===== config.mk =====
export PLATFORM = sky130hd
export DESIGN_NAME = bcc_clock
export DESIGN_NICKNAME = d
export VERILOG_FILES = /design/src/hw/bcc_pkg.sv /design/src/hw/bcc_bcd_step.sv /design/src/hw/bcc_clock.sv
export SDC_FILE = /design/constraint.sdc
export NUM_CORES = 1
export LEC_CHECK = 0
export BUFFER_PORTS_ARGS = -buffer_cell sky130_fd_sc_hd__buf_2
export CAP_MARGIN = 10
export CORE_MARGIN = 4
export CORE_UTILIZATION = 55
export CTS_CLUSTER_SIZE = 14
export DETAILED_ROUTE_END_ITERATION = 6
export PLACE_DENSITY = 0.87
export SYNTH_ARGS = -nofsm -noshare
export SYNTH_HDL_FRONTEND = slang
export SYNTH_SLANG_ARGS = --single-unit

===== constraint.sdc =====
create_clock -name sys_clk_i -period 2.9 [get_ports sys_clk_i]
set_input_delay 0.145 -clock sys_clk_i [delete_from_list [all_inputs] [get_ports sys_clk_i]]
set_output_delay 0.145 -clock sys_clk_i [all_outputs]
set_load 0.01 [all_outputs]

===== src/hw/bcc_pkg.sv =====
// Package with register map, field layout and timing constants of the calendar clock
package bcc_pkg;

  // Word offsets of the register file
  localparam logic [7:0] BCC_OFS_QUICK = 8'h11;
  localparam logic [7:0] BCC_OFS_MIN_SEC = 8'h12;
  localparam logic [7:0] BCC_OFS_DATE_HOUR = 8'h13;
  localparam logic [7:0] BCC_OFS_YEAR_MONTH = 8'h14;
  localparam logic [7:0] BCC_OFS_WDAY_CTL = 8'h15;

  // Control word bit positions
  localparam int BCC_BIT_ROUND = 13;
  localparam int BCC_BIT_HALT = 14;
  localparam int BCC_BIT_LOAD = 15;

  // BCD field limits
  localparam logic [7:0] BCC_BCD_ZERO = 8'h00;
  localparam logic [7:0] BCC_BCD_ONE = 8'h01;
  localparam logic [7:0] BCC_BCD_NINE = 8'h09;
  localparam logic [7:0] BCC_SEC_MAX = 8'h59;
  localparam logic [7:0] BCC_SEC_HALF = 8'h30;
  localparam logic [7:0] BCC_HOUR_MAX = 8'h23;
  localparam logic [7:0] BCC_MONTH_MAX = 8'h12;
  localparam logic [7:0] BCC_YEAR_MAX = 8'h99;
  localparam logic [7:0] BCC_WDAY_MAX = 8'h06;
  localparam logic [7:0] BCC_DAYS_31 = 8'h31;
  localparam logic [7:0] BCC_DAYS_30 = 8'h30;
  localparam logic [7:0] BCC_DAYS_29 = 8'h29;
  localparam logic [7:0] BCC_DAYS_28 = 8'h28;
  localparam logic [7:0] BCC_MON_FEB = 8'h02;
  localparam logic [7:0] BCC_MON_APR = 8'h04;
  localparam logic [7:0] BCC_MON_JUN = 8'h06;
  localparam logic [7:0] BCC_MON_SEP = 8'h09;
  localparam logic [7:0] BCC_MON_NOV = 8'h11;

  // Timing: one second at the system clock rate
  localparam int BCC_CLK_PERIOD_NS = 25;
  localparam int BCC_SECOND_NS = 1000000000;
  localparam int BCC_SECOND_CYCLES = BCC_SECOND_NS / BCC_CLK_PERIOD_NS;
  localparam int BCC_PRESC_W = 26;

  // Calendar time, one BCD byte per field
  typedef struct packed {
    logic [7:0] year;
    logic [7:0] month;
    logic [7:0] date;
    logic [7:0] hour;
    logic [7:0] minute;
    logic [7:0] second;
    logic [7:0] weekday;
  } bcc_time_t;

  // Time after reset or cassette loss: 00-01-01 00:00:00, Sunday
  localparam bcc_time_t BCC_TIME_RST = '{
    year: 8'h00, month: 8'h01, date: 8'h01, hour: 8'h00,
    minute: 8'h00, second: 8'h00, weekday: 8'h00};

  // Last date of a month, leap year every fourth BCD year
  function automatic logic [7:0] bcc_month_days(input logic [7:0] month, input logic [7:0] year);
    logic leap;
    leap = (year[4] == 1'b0) ? (year[3:0] == 4'h0 || year[3:0] == 4'h4 || year[3:0] == 4'h8)
                             : (year[3:0] == 4'h2 || year[3:0] == 4'h6);
    if (month == BCC_MON_FEB)
      return leap ? BCC_DAYS_29 : BCC_DAYS_28;
    else if (month == BCC_MON_APR || month == BCC_MON_JUN || month == BCC_MON_SEP ||
             month == BCC_MON_NOV)
      return BCC_DAYS_30;
    else
      return BCC_DAYS_31;
  endfunction

endpackage


===== src/hw/bcc_bcd_step.sv =====
// Two-digit BCD step with wrap from a limit back to a base value
`timescale 1ns/1ps
`default_nettype none
module bcc_bcd_step
  import bcc_pkg::*;
(
  // Field value and limits
  input wire logic [7:0] val_i,
  input wire logic [7:0] max_i,
  input wire logic [7:0] min_i,
  // Stepped value and wrap flag
  output logic [7:0] next_o,
  output logic wrap_o
);

  // BCD increment with decimal carry between digits
  always_comb
  begin
    wrap_o = 1'b0;
    if (val_i >= max_i)
    begin
      next_o = min_i;
      wrap_o = 1'b1;
    end
    else if (val_i[3:0] >= BCC_BCD_NINE[3:0])
      next_o = {4'(val_i[7:4] + 4'h1), 4'h0};
    else
      next_o = {val_i[7:4], 4'(val_i[3:0] + 4'h1)};
  end

endmodule
`default_nettype wire


===== src/hw/bcc_clock.sv =====
// Calendar clock with BCD time words, halt/load setting and thirty-second rounding
`timescale 1ns/1ps
`default_nettype none
module bcc_clock
  import bcc_pkg::*;
#(
  parameter int SECOND_CYCLES = BCC_SECOND_CYCLES
)
(
  // Clock and reset
  input wire logic sys_clk_i,
  input wire logic rst_b_i,
  // Cassette presence pin
  input wire logic cassette_present_i,
  // Word access port
  input wire logic [7:0] addr_i,
  input wire logic wr_en_i,
  input wire logic [15:0] wr_data_i,
  input wire logic rd_en_i,
  output logic [15:0] rd_data_o,
  // Status
  output logic running_o
);

  bcc_time_t time_reg, time_next;
  logic [15:0] quick_reg, quick_next;
  logic halt_reg, halt_next;
  logic load_reg, load_next;
  logic round_reg, round_next;
  logic [BCC_PRESC_W-1:0] presc_reg, presc_next;
  logic [15:0] rd_data_reg, rd_data_next;
  logic running_reg, running_next;
  logic cas_meta_reg, cas_ok_reg;
  logic tick, tick_run, round_up, wr_ctl;
  logic min_step, hour_step, day_step, month_step, year_step;
  logic [7:0] dmax;
  bcc_time_t step;
  logic s_wrap, m_wrap, h_wrap, d_wrap, mo_wrap;

  // Presence pin through two flip-flops
  always_ff @(posedge sys_clk_i or negedge rst_b_i)
  begin
    if (!rst_b_i)
    begin
      cas_meta_reg <= 1'b0;
      cas_ok_reg <= 1'b0;
    end
    else
    begin
      cas_meta_reg <= cassette_present_i;
      cas_ok_reg <= cas_meta_reg;
    end
  end

  // Carry chain terms
  assign tick = (presc_reg == BCC_PRESC_W'(SECOND_CYCLES - 1));
  assign tick_run = tick && running_reg;
  assign wr_ctl = wr_en_i && (addr_i == BCC_OFS_WDAY_CTL);
  assign round_up = round_reg && (time_reg.second >= BCC_SEC_HALF);
  assign min_step = (tick_run && s_wrap) || round_up;
  assign hour_step = min_step && m_wrap;
  assign day_step = hour_step && h_wrap;
  assign month_step = day_step && d_wrap;
  assign year_step = month_step && mo_wrap;
  assign dmax = bcc_month_days(time_reg.month, time_reg.year);

  // one BCD step cell per field
  bcc_bcd_step u_sec (.val_i(time_reg.second), .max_i(BCC_SEC_MAX), .min_i(BCC_BCD_ZERO),
    .next_o(step.second), .wrap_o(s_wrap));
  bcc_bcd_step u_min (.val_i(time_reg.minute), .max_i(BCC_SEC_MAX), .min_i(BCC_BCD_ZERO),
    .next_o(step.minute), .wrap_o(m_wrap));
  bcc_bcd_step u_hour (.val_i(time_reg.hour), .max_i(BCC_HOUR_MAX), .min_i(BCC_BCD_ZERO),
    .next_o(step.hour), .wrap_o(h_wrap));
  bcc_bcd_step u_date (.val_i(time_reg.date), .max_i(dmax), .min_i(BCC_BCD_ONE),
    .next_o(step.date), .wrap_o(d_wrap));
  bcc_bcd_step u_month (.val_i(time_reg.month), .max_i(BCC_MONTH_MAX), .min_i(BCC_BCD_ONE),
    .next_o(step.month), .wrap_o(mo_wrap));
  bcc_bcd_step u_year (.val_i(time_reg.year), .max_i(BCC_YEAR_MAX), .min_i(BCC_BCD_ZERO),
    .next_o(step.year), .wrap_o());
  bcc_bcd_step u_wday (.val_i(time_reg.weekday), .max_i(BCC_WDAY_MAX), .min_i(BCC_BCD_ZERO),
    .next_o(step.weekday), .wrap_o());

  // Next time, control bits and prescaler
  always_comb
  begin
    time_next = time_reg;
    halt_next = halt_reg;
    load_next = load_reg;
    round_next = round_reg;
    presc_next = presc_reg;
    if (!cas_ok_reg)
    begin
      // cassette gone, clock stopped and time lost
      time_next = BCC_TIME_RST;
      halt_next = 1'b0;
      load_next = 1'b0;
      round_next = 1'b0;
      presc_next = '0;
    end
    else
    begin
      // restart the second from zero on load
      if (load_reg || !running_reg || tick)
        presc_next = '0;
      else
        presc_next = BCC_PRESC_W'(presc_reg + 1'b1);
      if (tick_run)
        time_next.second = step.second;
      if (round_reg)
        time_next.second = BCC_BCD_ZERO;
      if (min_step)
        time_next.minute = step.minute;
      if (hour_step)
        time_next.hour = step.hour;
      if (day_step)
      begin
        time_next.date = step.date;
        time_next.weekday = step.weekday;
      end
      if (month_step)
        time_next.month = step.month;
      if (year_step)
        time_next.year = step.year;
      if (load_reg)
      begin
        halt_next = 1'b0;
        load_next = 1'b0;
      end
      if (round_reg)
        round_next = 1'b0;
      // time words writable only while halted
      if (wr_en_i && halt_reg)
      begin
        case (addr_i)
          BCC_OFS_MIN_SEC:
          begin
            time_next.minute = wr_data_i[15:8];
            time_next.second = wr_data_i[7:0];
          end
          BCC_OFS_DATE_HOUR:
          begin
            time_next.date = wr_data_i[15:8];
            time_next.hour = wr_data_i[7:0];
          end
          BCC_OFS_YEAR_MONTH:
          begin
            time_next.year = wr_data_i[15:8];
            time_next.month = wr_data_i[7:0];
          end
          BCC_OFS_WDAY_CTL:
            time_next.weekday = wr_data_i[7:0];
          default:
            time_next = time_next;
        endcase
      end
      // control bits, a write setting a bit wins over self-clear
      if (wr_ctl)
      begin
        round_next = wr_data_i[BCC_BIT_ROUND];
        halt_next = wr_data_i[BCC_BIT_HALT];
        load_next = wr_data_i[BCC_BIT_LOAD];
      end
    end
  end

  // Quick word, read data and run status
  always_comb
  begin
    // hour and minute in one word
    quick_next = {time_next.hour, time_next.minute};
    running_next = cas_ok_reg && !halt_next;
    rd_data_next = rd_data_reg;
    if (rd_en_i)
    begin
      case (addr_i)
        BCC_OFS_QUICK: rd_data_next = quick_reg;
        BCC_OFS_MIN_SEC: rd_data_next = {time_reg.minute, time_reg.second};
        BCC_OFS_DATE_HOUR: rd_data_next = {time_reg.date, time_reg.hour};
        BCC_OFS_YEAR_MONTH: rd_data_next = {time_reg.year, time_reg.month};
        BCC_OFS_WDAY_CTL: rd_data_next = {load_reg, halt_reg, round_reg, 5'h00,
                                          time_reg.weekday};
        default: rd_data_next = 16'h0000;
      endcase
    end
  end

  // State registers
  always_ff @(posedge sys_clk_i or negedge rst_b_i)
  begin
    if (!rst_b_i)
    begin
      time_reg <= BCC_TIME_RST;
      quick_reg <= 16'h0000;
      halt_reg <= 1'b0;
      load_reg <= 1'b0;
      round_reg <= 1'b0;
      presc_reg <= '0;
      rd_data_reg <= 16'h0000;
      running_reg <= 1'b0;
    end
    else
    begin
      time_reg <= time_next;
      quick_reg <= quick_next;
      halt_reg <= halt_next;
      load_reg <= load_next;
      round_reg <= round_next;
      presc_reg <= presc_next;
      rd_data_reg <= rd_data_next;
      running_reg <= running_next;
    end
  end

  assign rd_data_o = rd_data_reg;
  assign running_o = running_reg;

  // Halted time holds still
  property p_halt_freeze;
    @(posedge sys_clk_i) disable iff (!rst_b_i)
    (halt_reg && !load_reg && !round_reg && !wr_en_i && cas_ok_reg)
      |=> (time_reg == $past(time_reg));
  endproperty
  a_halt_freeze: assert property (p_halt_freeze) else $error("time moved while halted");

  // Load clears halt and load
  property p_load_clear;
    @(posedge sys_clk_i) disable iff (!rst_b_i)
    (load_reg && cas_ok_reg && !wr_ctl) |=> (!load_reg && !halt_reg);
  endproperty
  a_load_clear: assert property (p_load_clear) else $error("load did not self-clear");

  // Load restarts the second count and runs at once
  property p_load_restart;
    @(posedge sys_clk_i) disable iff (!rst_b_i)
    (load_reg && cas_ok_reg && !wr_ctl) |=> (presc_reg == '0 && running_reg);
  endproperty
  a_load_restart: assert property (p_load_restart) else $error("load did not restart");

  // Rounding low half keeps minute
  property p_round_low;
    @(posedge sys_clk_i) disable iff (!rst_b_i)
    (round_reg && cas_ok_reg && !wr_en_i && time_reg.second < BCC_SEC_HALF)
      |=> (time_reg.second == BCC_BCD_ZERO && time_reg.minute == $past(time_reg.minute));
  endproperty
  a_round_low: assert property (p_round_low) else $error("low rounding wrong");

  // Rounding high half advances minute
  property p_round_high;
    @(posedge sys_clk_i) disable iff (!rst_b_i)
    (round_reg && cas_ok_reg && !wr_en_i && time_reg.second >= BCC_SEC_HALF)
      |=> (time_reg.second == BCC_BCD_ZERO && time_reg.minute != $past(time_reg.minute));
  endproperty
  a_round_high: assert property (p_round_high) else $error("high rounding wrong");

  // Rounding request clears itself
  property p_round_clear;
    @(posedge sys_clk_i) disable iff (!rst_b_i)
    (round_reg && !wr_ctl) |=> !round_reg;
  endproperty
  a_round_clear: assert property (p_round_clear) else $error("rounding bit stuck");

  // Cassette loss resets time and stops clock
  property p_cassette_loss;
    @(posedge sys_clk_i) disable iff (!rst_b_i)
    !cas_ok_reg |=> (time_reg == BCC_TIME_RST && !running_reg);
  endproperty
  a_cassette_loss: assert property (p_cassette_loss) else $error("time kept without cassette");

  // Quick word read returns the current hour and minute
  property p_quick_mirror;
    @(posedge sys_clk_i) disable iff (!rst_b_i)
    (rd_en_i && addr_i == BCC_OFS_QUICK)
      |=> (rd_data_reg == {$past(time_reg.hour), $past(time_reg.minute)});
  endproperty
  a_quick_mirror: assert property (p_quick_mirror) else $error("quick word stale");

endmodule
`default_nettype wire


* Word level (Yosys, flattened, before mapping)
Cells that the tools add are included.
Storage, ports and cells: word-level logic and storage cells 130, input port bits 29, output and inout port bits 17, flip-flop bits (word level) 120
Operators by class: equal/unequal tests 15, mux-type cells 47, order comparisons 15, reduce and logical (&&, ||, !) cells 22, add/sub/neg operators 15
Operators by type and width (number):
- $mux W8 | 23
- $mux W56 | 2
- $pmux W16 S5 | 1
- $add A4 B1 Y4 const B | 14
- $mux W26 | 2
- $eq A8 B5 Y1 const B | 6
- $mux W16 | 3
- $ge A4 B4 Y1 const B | 7
- $add A26 B1 Y26 const B | 1
- $eq A26 B26 Y1 const B | 1
- $eq A8 B3 Y1 const B | 2
- $ge A8 B6 Y1 const B | 2
- $ge A8 B7 Y1 const B | 2
- $mux W1 | 15
- $logic_and A1 B1 Y1 | 10
- $logic_or A1 B1 Y1 | 9
- $eq A4 B3 Y1 const B | 2
- $eq A8 B2 Y1 const B | 1
- $eq A8 B4 Y1 const B | 1
- $ge A8 B3 Y1 const B | 1
- $ge A8 B5 Y1 const B | 1
- $ge A8 B6 Y1 | 1
- $ge A8 B8 Y1 const B | 1
- $mux W5 | 1
- 4 further kinds | 5

* Logic depth before layout (Yosys ltp)
depth after elaboration 14, mapped depth 14, gate-level depth less buffers 13

* Cells and area by module
Synthesis repeated with hierarchy kept, for this count alone.
Unflattened totals: cells, all modules 1037, area total of the unflattened synthesis 9308.9 sq um
By module, submodules not included:
- bcc_clock | area an instance 5726.7 sq um, instances 1, seq. area each 2605.0 sq um, cells each 631
- bcc_bcd_step | area an instance 511.7 sq um, instances 7, seq. area each 0.0 sq um, cells each 58

* Worst setup path before layout
No wires, ideal clock.
path type reg2reg, start reg time_reg[40] in the netlist's numbering, end reg time_reg[42] in the netlist's numbering, path buffers 1, required time 2789 ps, slack -61 ps, period minus slack after synthesis 2961 ps, library setup time 111 ps, cell stages (with the launch flop) 14, data arrival time 2850 ps, cell sequence dfstp_2 > inv_1 > ha_1 > o211ai_1 > o21ai_0 > a31oi_1 > ha_1 > nor4b_1 > nor2_1 > o21ai_0 > or3_1 > buf_6 > o311a_1 > a2111oi_2
RTL lines:
- start, declared | line bcc_clock.sv:25 | bcc_time_t time_reg, time_next;
- start signal, assigned | line bcc_clock.sv:203 | time_reg <= time_next;

==> flow_metrics.py <==
metrics = {
    "run_status": {
        "status": "finished, violations left",
        "failed_checks": "DRC, setup timing",
    },
    "power": {
        "peakVddDrop_uv": 306,
        "leakage_nw": 3.49,
        "power_density_nw_per_um2": 351,
        "p_total_mw": 2.84,
    },
    "worst_setup_path": {
        "crit_path_top_delay_cell": "dfstp_2",
        "rr_worst_depth": 14,
        "cp_slowest_stage_delay_ns": 0.56,
        "worst_setup_path_end_kind": "flop",
        "crit_chain": "inv_4 -> ha_4 -> o211ai_1 -> o21ai_1 -> a31oi_1 -> ha_1 -> nor4b_4 -> nor2_4 -> buf_4 -> buf_6 -> or3_4 -> nor4b_2 -> a22oi_1 -> a21oi_1",
        "cp.required_ns": 3.17,
        "start_kind": "flop",
        "crit_family": "simple AND/OR/NAND/NOR gates",
        "cp_max_fo": 3,
        "worstPathArrival_ns": 3.54,
        "criticalPathCategory": "reg -> reg",
        "timing.critical_path.buf_inv": 3,
        "timing.rr.end": "time_reg[34]",
        "timing.rr.start": "time_reg[40]",
        "r2r_slack_ns": -0.37,
    },
    "detailed_routing": {
        "vias": 6717,
        "wirelength_um": 20900,
        "drt-initial-drc-count": 1026,
        "routedWlPerCell_um": 21.2,
        "dr.pass1.iters": 7,
        "drc_errors": 1,
        "vias_per_cell": 6.80,
        "antenna_left": 0,
    },
    "placed_design": {
        "placed_area_um2": 7440,
        "dp.cells": 962,
        "gp_congestion": 0.992,
        "port_buffers": 45,
        "post-dp-hpwl_um": 14000,
        "post-place-ws_ns": -0.330,
    },
    "timing": {
        "max_slew_margin": 0.453,
        "hold_slack_ns": 0.0819,
        "post-route-min-period_ns": 3.27,
        "skew_ns": 0.00588,
        "setup_ws_ns": -0.370,
        "min_period_over_period": 1.13,
        "final-setup-viol-count": 24,
        "clock.fmax_ghz": 0.306,
        "finalHoldViolations": 0,
        "maxSlewViolCount": 0,
        "worst_pin_slew_ns": 0.817,
        "rsz0062_at_grt": "true",
    },
    "min_path": {
        "holdCritStartpoint": "wr_data_i[11]",
        "hold_depth": 3,
        "hold-path-endpoint": "quick_reg[3]",
        "min_path_type": "in -> reg",
    },
    "die": {
        "die_h_um": 119,
        "dieWidth_um": 119,
        "num_rows": 40,
        "start_util": 0.561,
        "dieArea_um2": 14100,
        "ioPinCount": 46,
        "coreArea_um2": 12000,
    },
    "logic_synthesis": {
        "ys_ff_latch": 104,
        "avgSynthCellArea_um2": 8.98,
        "syn-num-nets": 825,
        "syn_area_um2": 6740,
        "synth_top_flop_cell": "dfrtp_1",
        "yosysSeqAreaShare": 0.386,
        "synthCells": 751,
        "ys_types": 72,
        "synth_edf_count": 0,
        "synth_async_sr_flop_share": 1.00,
        "yosysWarnings": 0,
    },
    "clocking": {
        "worst_skew_pair.late_latency_ns": 0.35,
        "cts_tree": "yes",
        "cts.htree.levels": 3,
        "cts_buffers": 9,
        "clk_root_buffer_cell": "clkbuf_16",
        "clkTransAtPathRegs_ns": 0.07,
        "clock-sinks": 104,
        "cts_buffer_depth": 2,
    },
    "global_routing": {
        "grt_pass1_wl_um": 31900,
        "grt_pass1_vias": 6213,
        "grt_usage": 0.279,
        "grt_max_degree": 55,
        "antenna_found_initial": 0,
        "grt-ovfl-total": 0,
    },
    "finish": {
        "final_cell_mix": "dfrtp_1 (101), nor2_1 (63), nand2_1 (62)",
        "area.sequential_um2": 2610,
        "multi_input_area_um2": 4140,
        "largest_reg_flops": 40,
        "area_growth_pct": 20.0,
        "fin_cells": 988,
        "nets": 910,
        "finalInstanceArea_um2": 8090,
        "final_common_cell": "dfrtp_1",
        "antennaDiodeCount": 0,
        "nFillCells": 905,
        "drive_gt1_frac": 0.229,
    },
    "flow_run": {
        "drv_cap": 0,
    },
}
## where the power goes
group / leakage [nW] / internal, mW / switching [mW]
logic: 1.93 / 0.0448 / 0.117
registers: 1.42 / 1.46 / 0.00855
clock network: 0.141 / 0.619 / 0.590
total: 3.49 / 2.13 / 0.716
## cells by family after synthesis
family / after synthesis / synth area share
buf+inv: 69 / 0.0416
xor+xnor: 34 / 0.0442
flops: 104 / 0.386
simple gates: 280 / 0.222
fa+ha+maj: 45 / 0.0835
mux: 14 / 0.0223
compound gates: 205 / 0.200
## synthesized netlist by cell type (4+ instances only)
master | count | share of area
a211oi_1 | 4 | 0.0045
a21boi_0 | 4 | 0.0045
a21oi_1 | 27 | 0.020
a221oi_1 | 4 | 0.0052
a22oi_1 | 25 | 0.028
a31oi_1 | 20 | 0.019
a41oi_1 | 6 | 0.0078
and2_1 | 15 | 0.014
and3_1 | 14 | 0.013
and4_1 | 6 | 0.0078
buf_2 | 7 | 0.0052
clkbuf_1 | 23 | 0.013
dfrtp_1 | 102 | 0.38
ha_1 | 45 | 0.083
inv_1 | 34 | 0.019
mux2_2 | 8 | 0.013
mux2i_1 | 6 | 0.0089
nand2_1 | 62 | 0.035
nand3_1 | 46 | 0.034
nand3b_1 | 4 | 0.0045
nand4_1 | 9 | 0.0083
nor2_1 | 65 | 0.036
nor3_1 | 15 | 0.011
nor3b_1 | 8 | 0.0089
o211ai_1 | 5 | 0.0056
o21a_1 | 6 | 0.0067
o21ai_0 | 62 | 0.046
o22ai_1 | 6 | 0.0056
o31ai_1 | 7 | 0.0078
or3_1 | 5 | 0.0046
xnor2_1 | 15 | 0.019
xor2_1 | 19 | 0.025
## repair_timing
item                                    CTS  global route
hold endpoints to repair                 51             0
endpoints found under the setup margin   20            24
hold buffers                              2             0
resized for setup                        17            55
buffers inserted                          2             6
pin swaps                                 8            30
## routing by layer
metal / global-route usage / vias up / wire [um]
li1: - / 2918 / -
met1: 0.372 / 3197 / 8000
met2: 0.442 / 486 / 9520
met3: 0.0579 / 116 / 2210
met4: 0.117 / 0 / 1200
met5: 0 / - / 0
## worst max-delay path by stage
stage	from	endpoint	slack (ns)	cells past startpoint
floorplan	time_reg[45]	time_reg[42]	0.001	14
global placement	time_reg[44]	time_reg[44]	-0.24	13
detailed placement	time_reg[44]	time_reg[44]	-0.33	13
CTS	time_reg[44]	time_reg[41]	-0.12	14
global route	time_reg[40]	time_reg[34]	-0.40	14
finish	time_reg[40]	time_reg[34]	-0.37	14
## stage by stage
stage                util  setup TNS (ns)
floorplan               -               0
global placement    0.619           -1.07
detailed placement  0.619           -2.57
CTS                 0.651          -0.125
global route        0.674           -4.71
finish              0.674           -3.48
## final cells by class
type | count | area share
clock inverter | 6 | 0.00619
inverter | 35 | 0.0165
tap | 147 | 0.0227
timing repair buffer | 108 | 0.0911
multi-input combinational | 578 | 0.512
clock buffer | 10 | 0.0295
sequential | 104 | 0.322
## worst min-delay path, delay by kind of cell
| family | cells | cell delay [ns] |
|---|---|---|
| compound gates | 1 | 0.05 |
| simple gates | 1 | 0.06 |
| buf+inv | 1 | 0.13 |
Note: power is estimated with default switching activity, not from simulation.
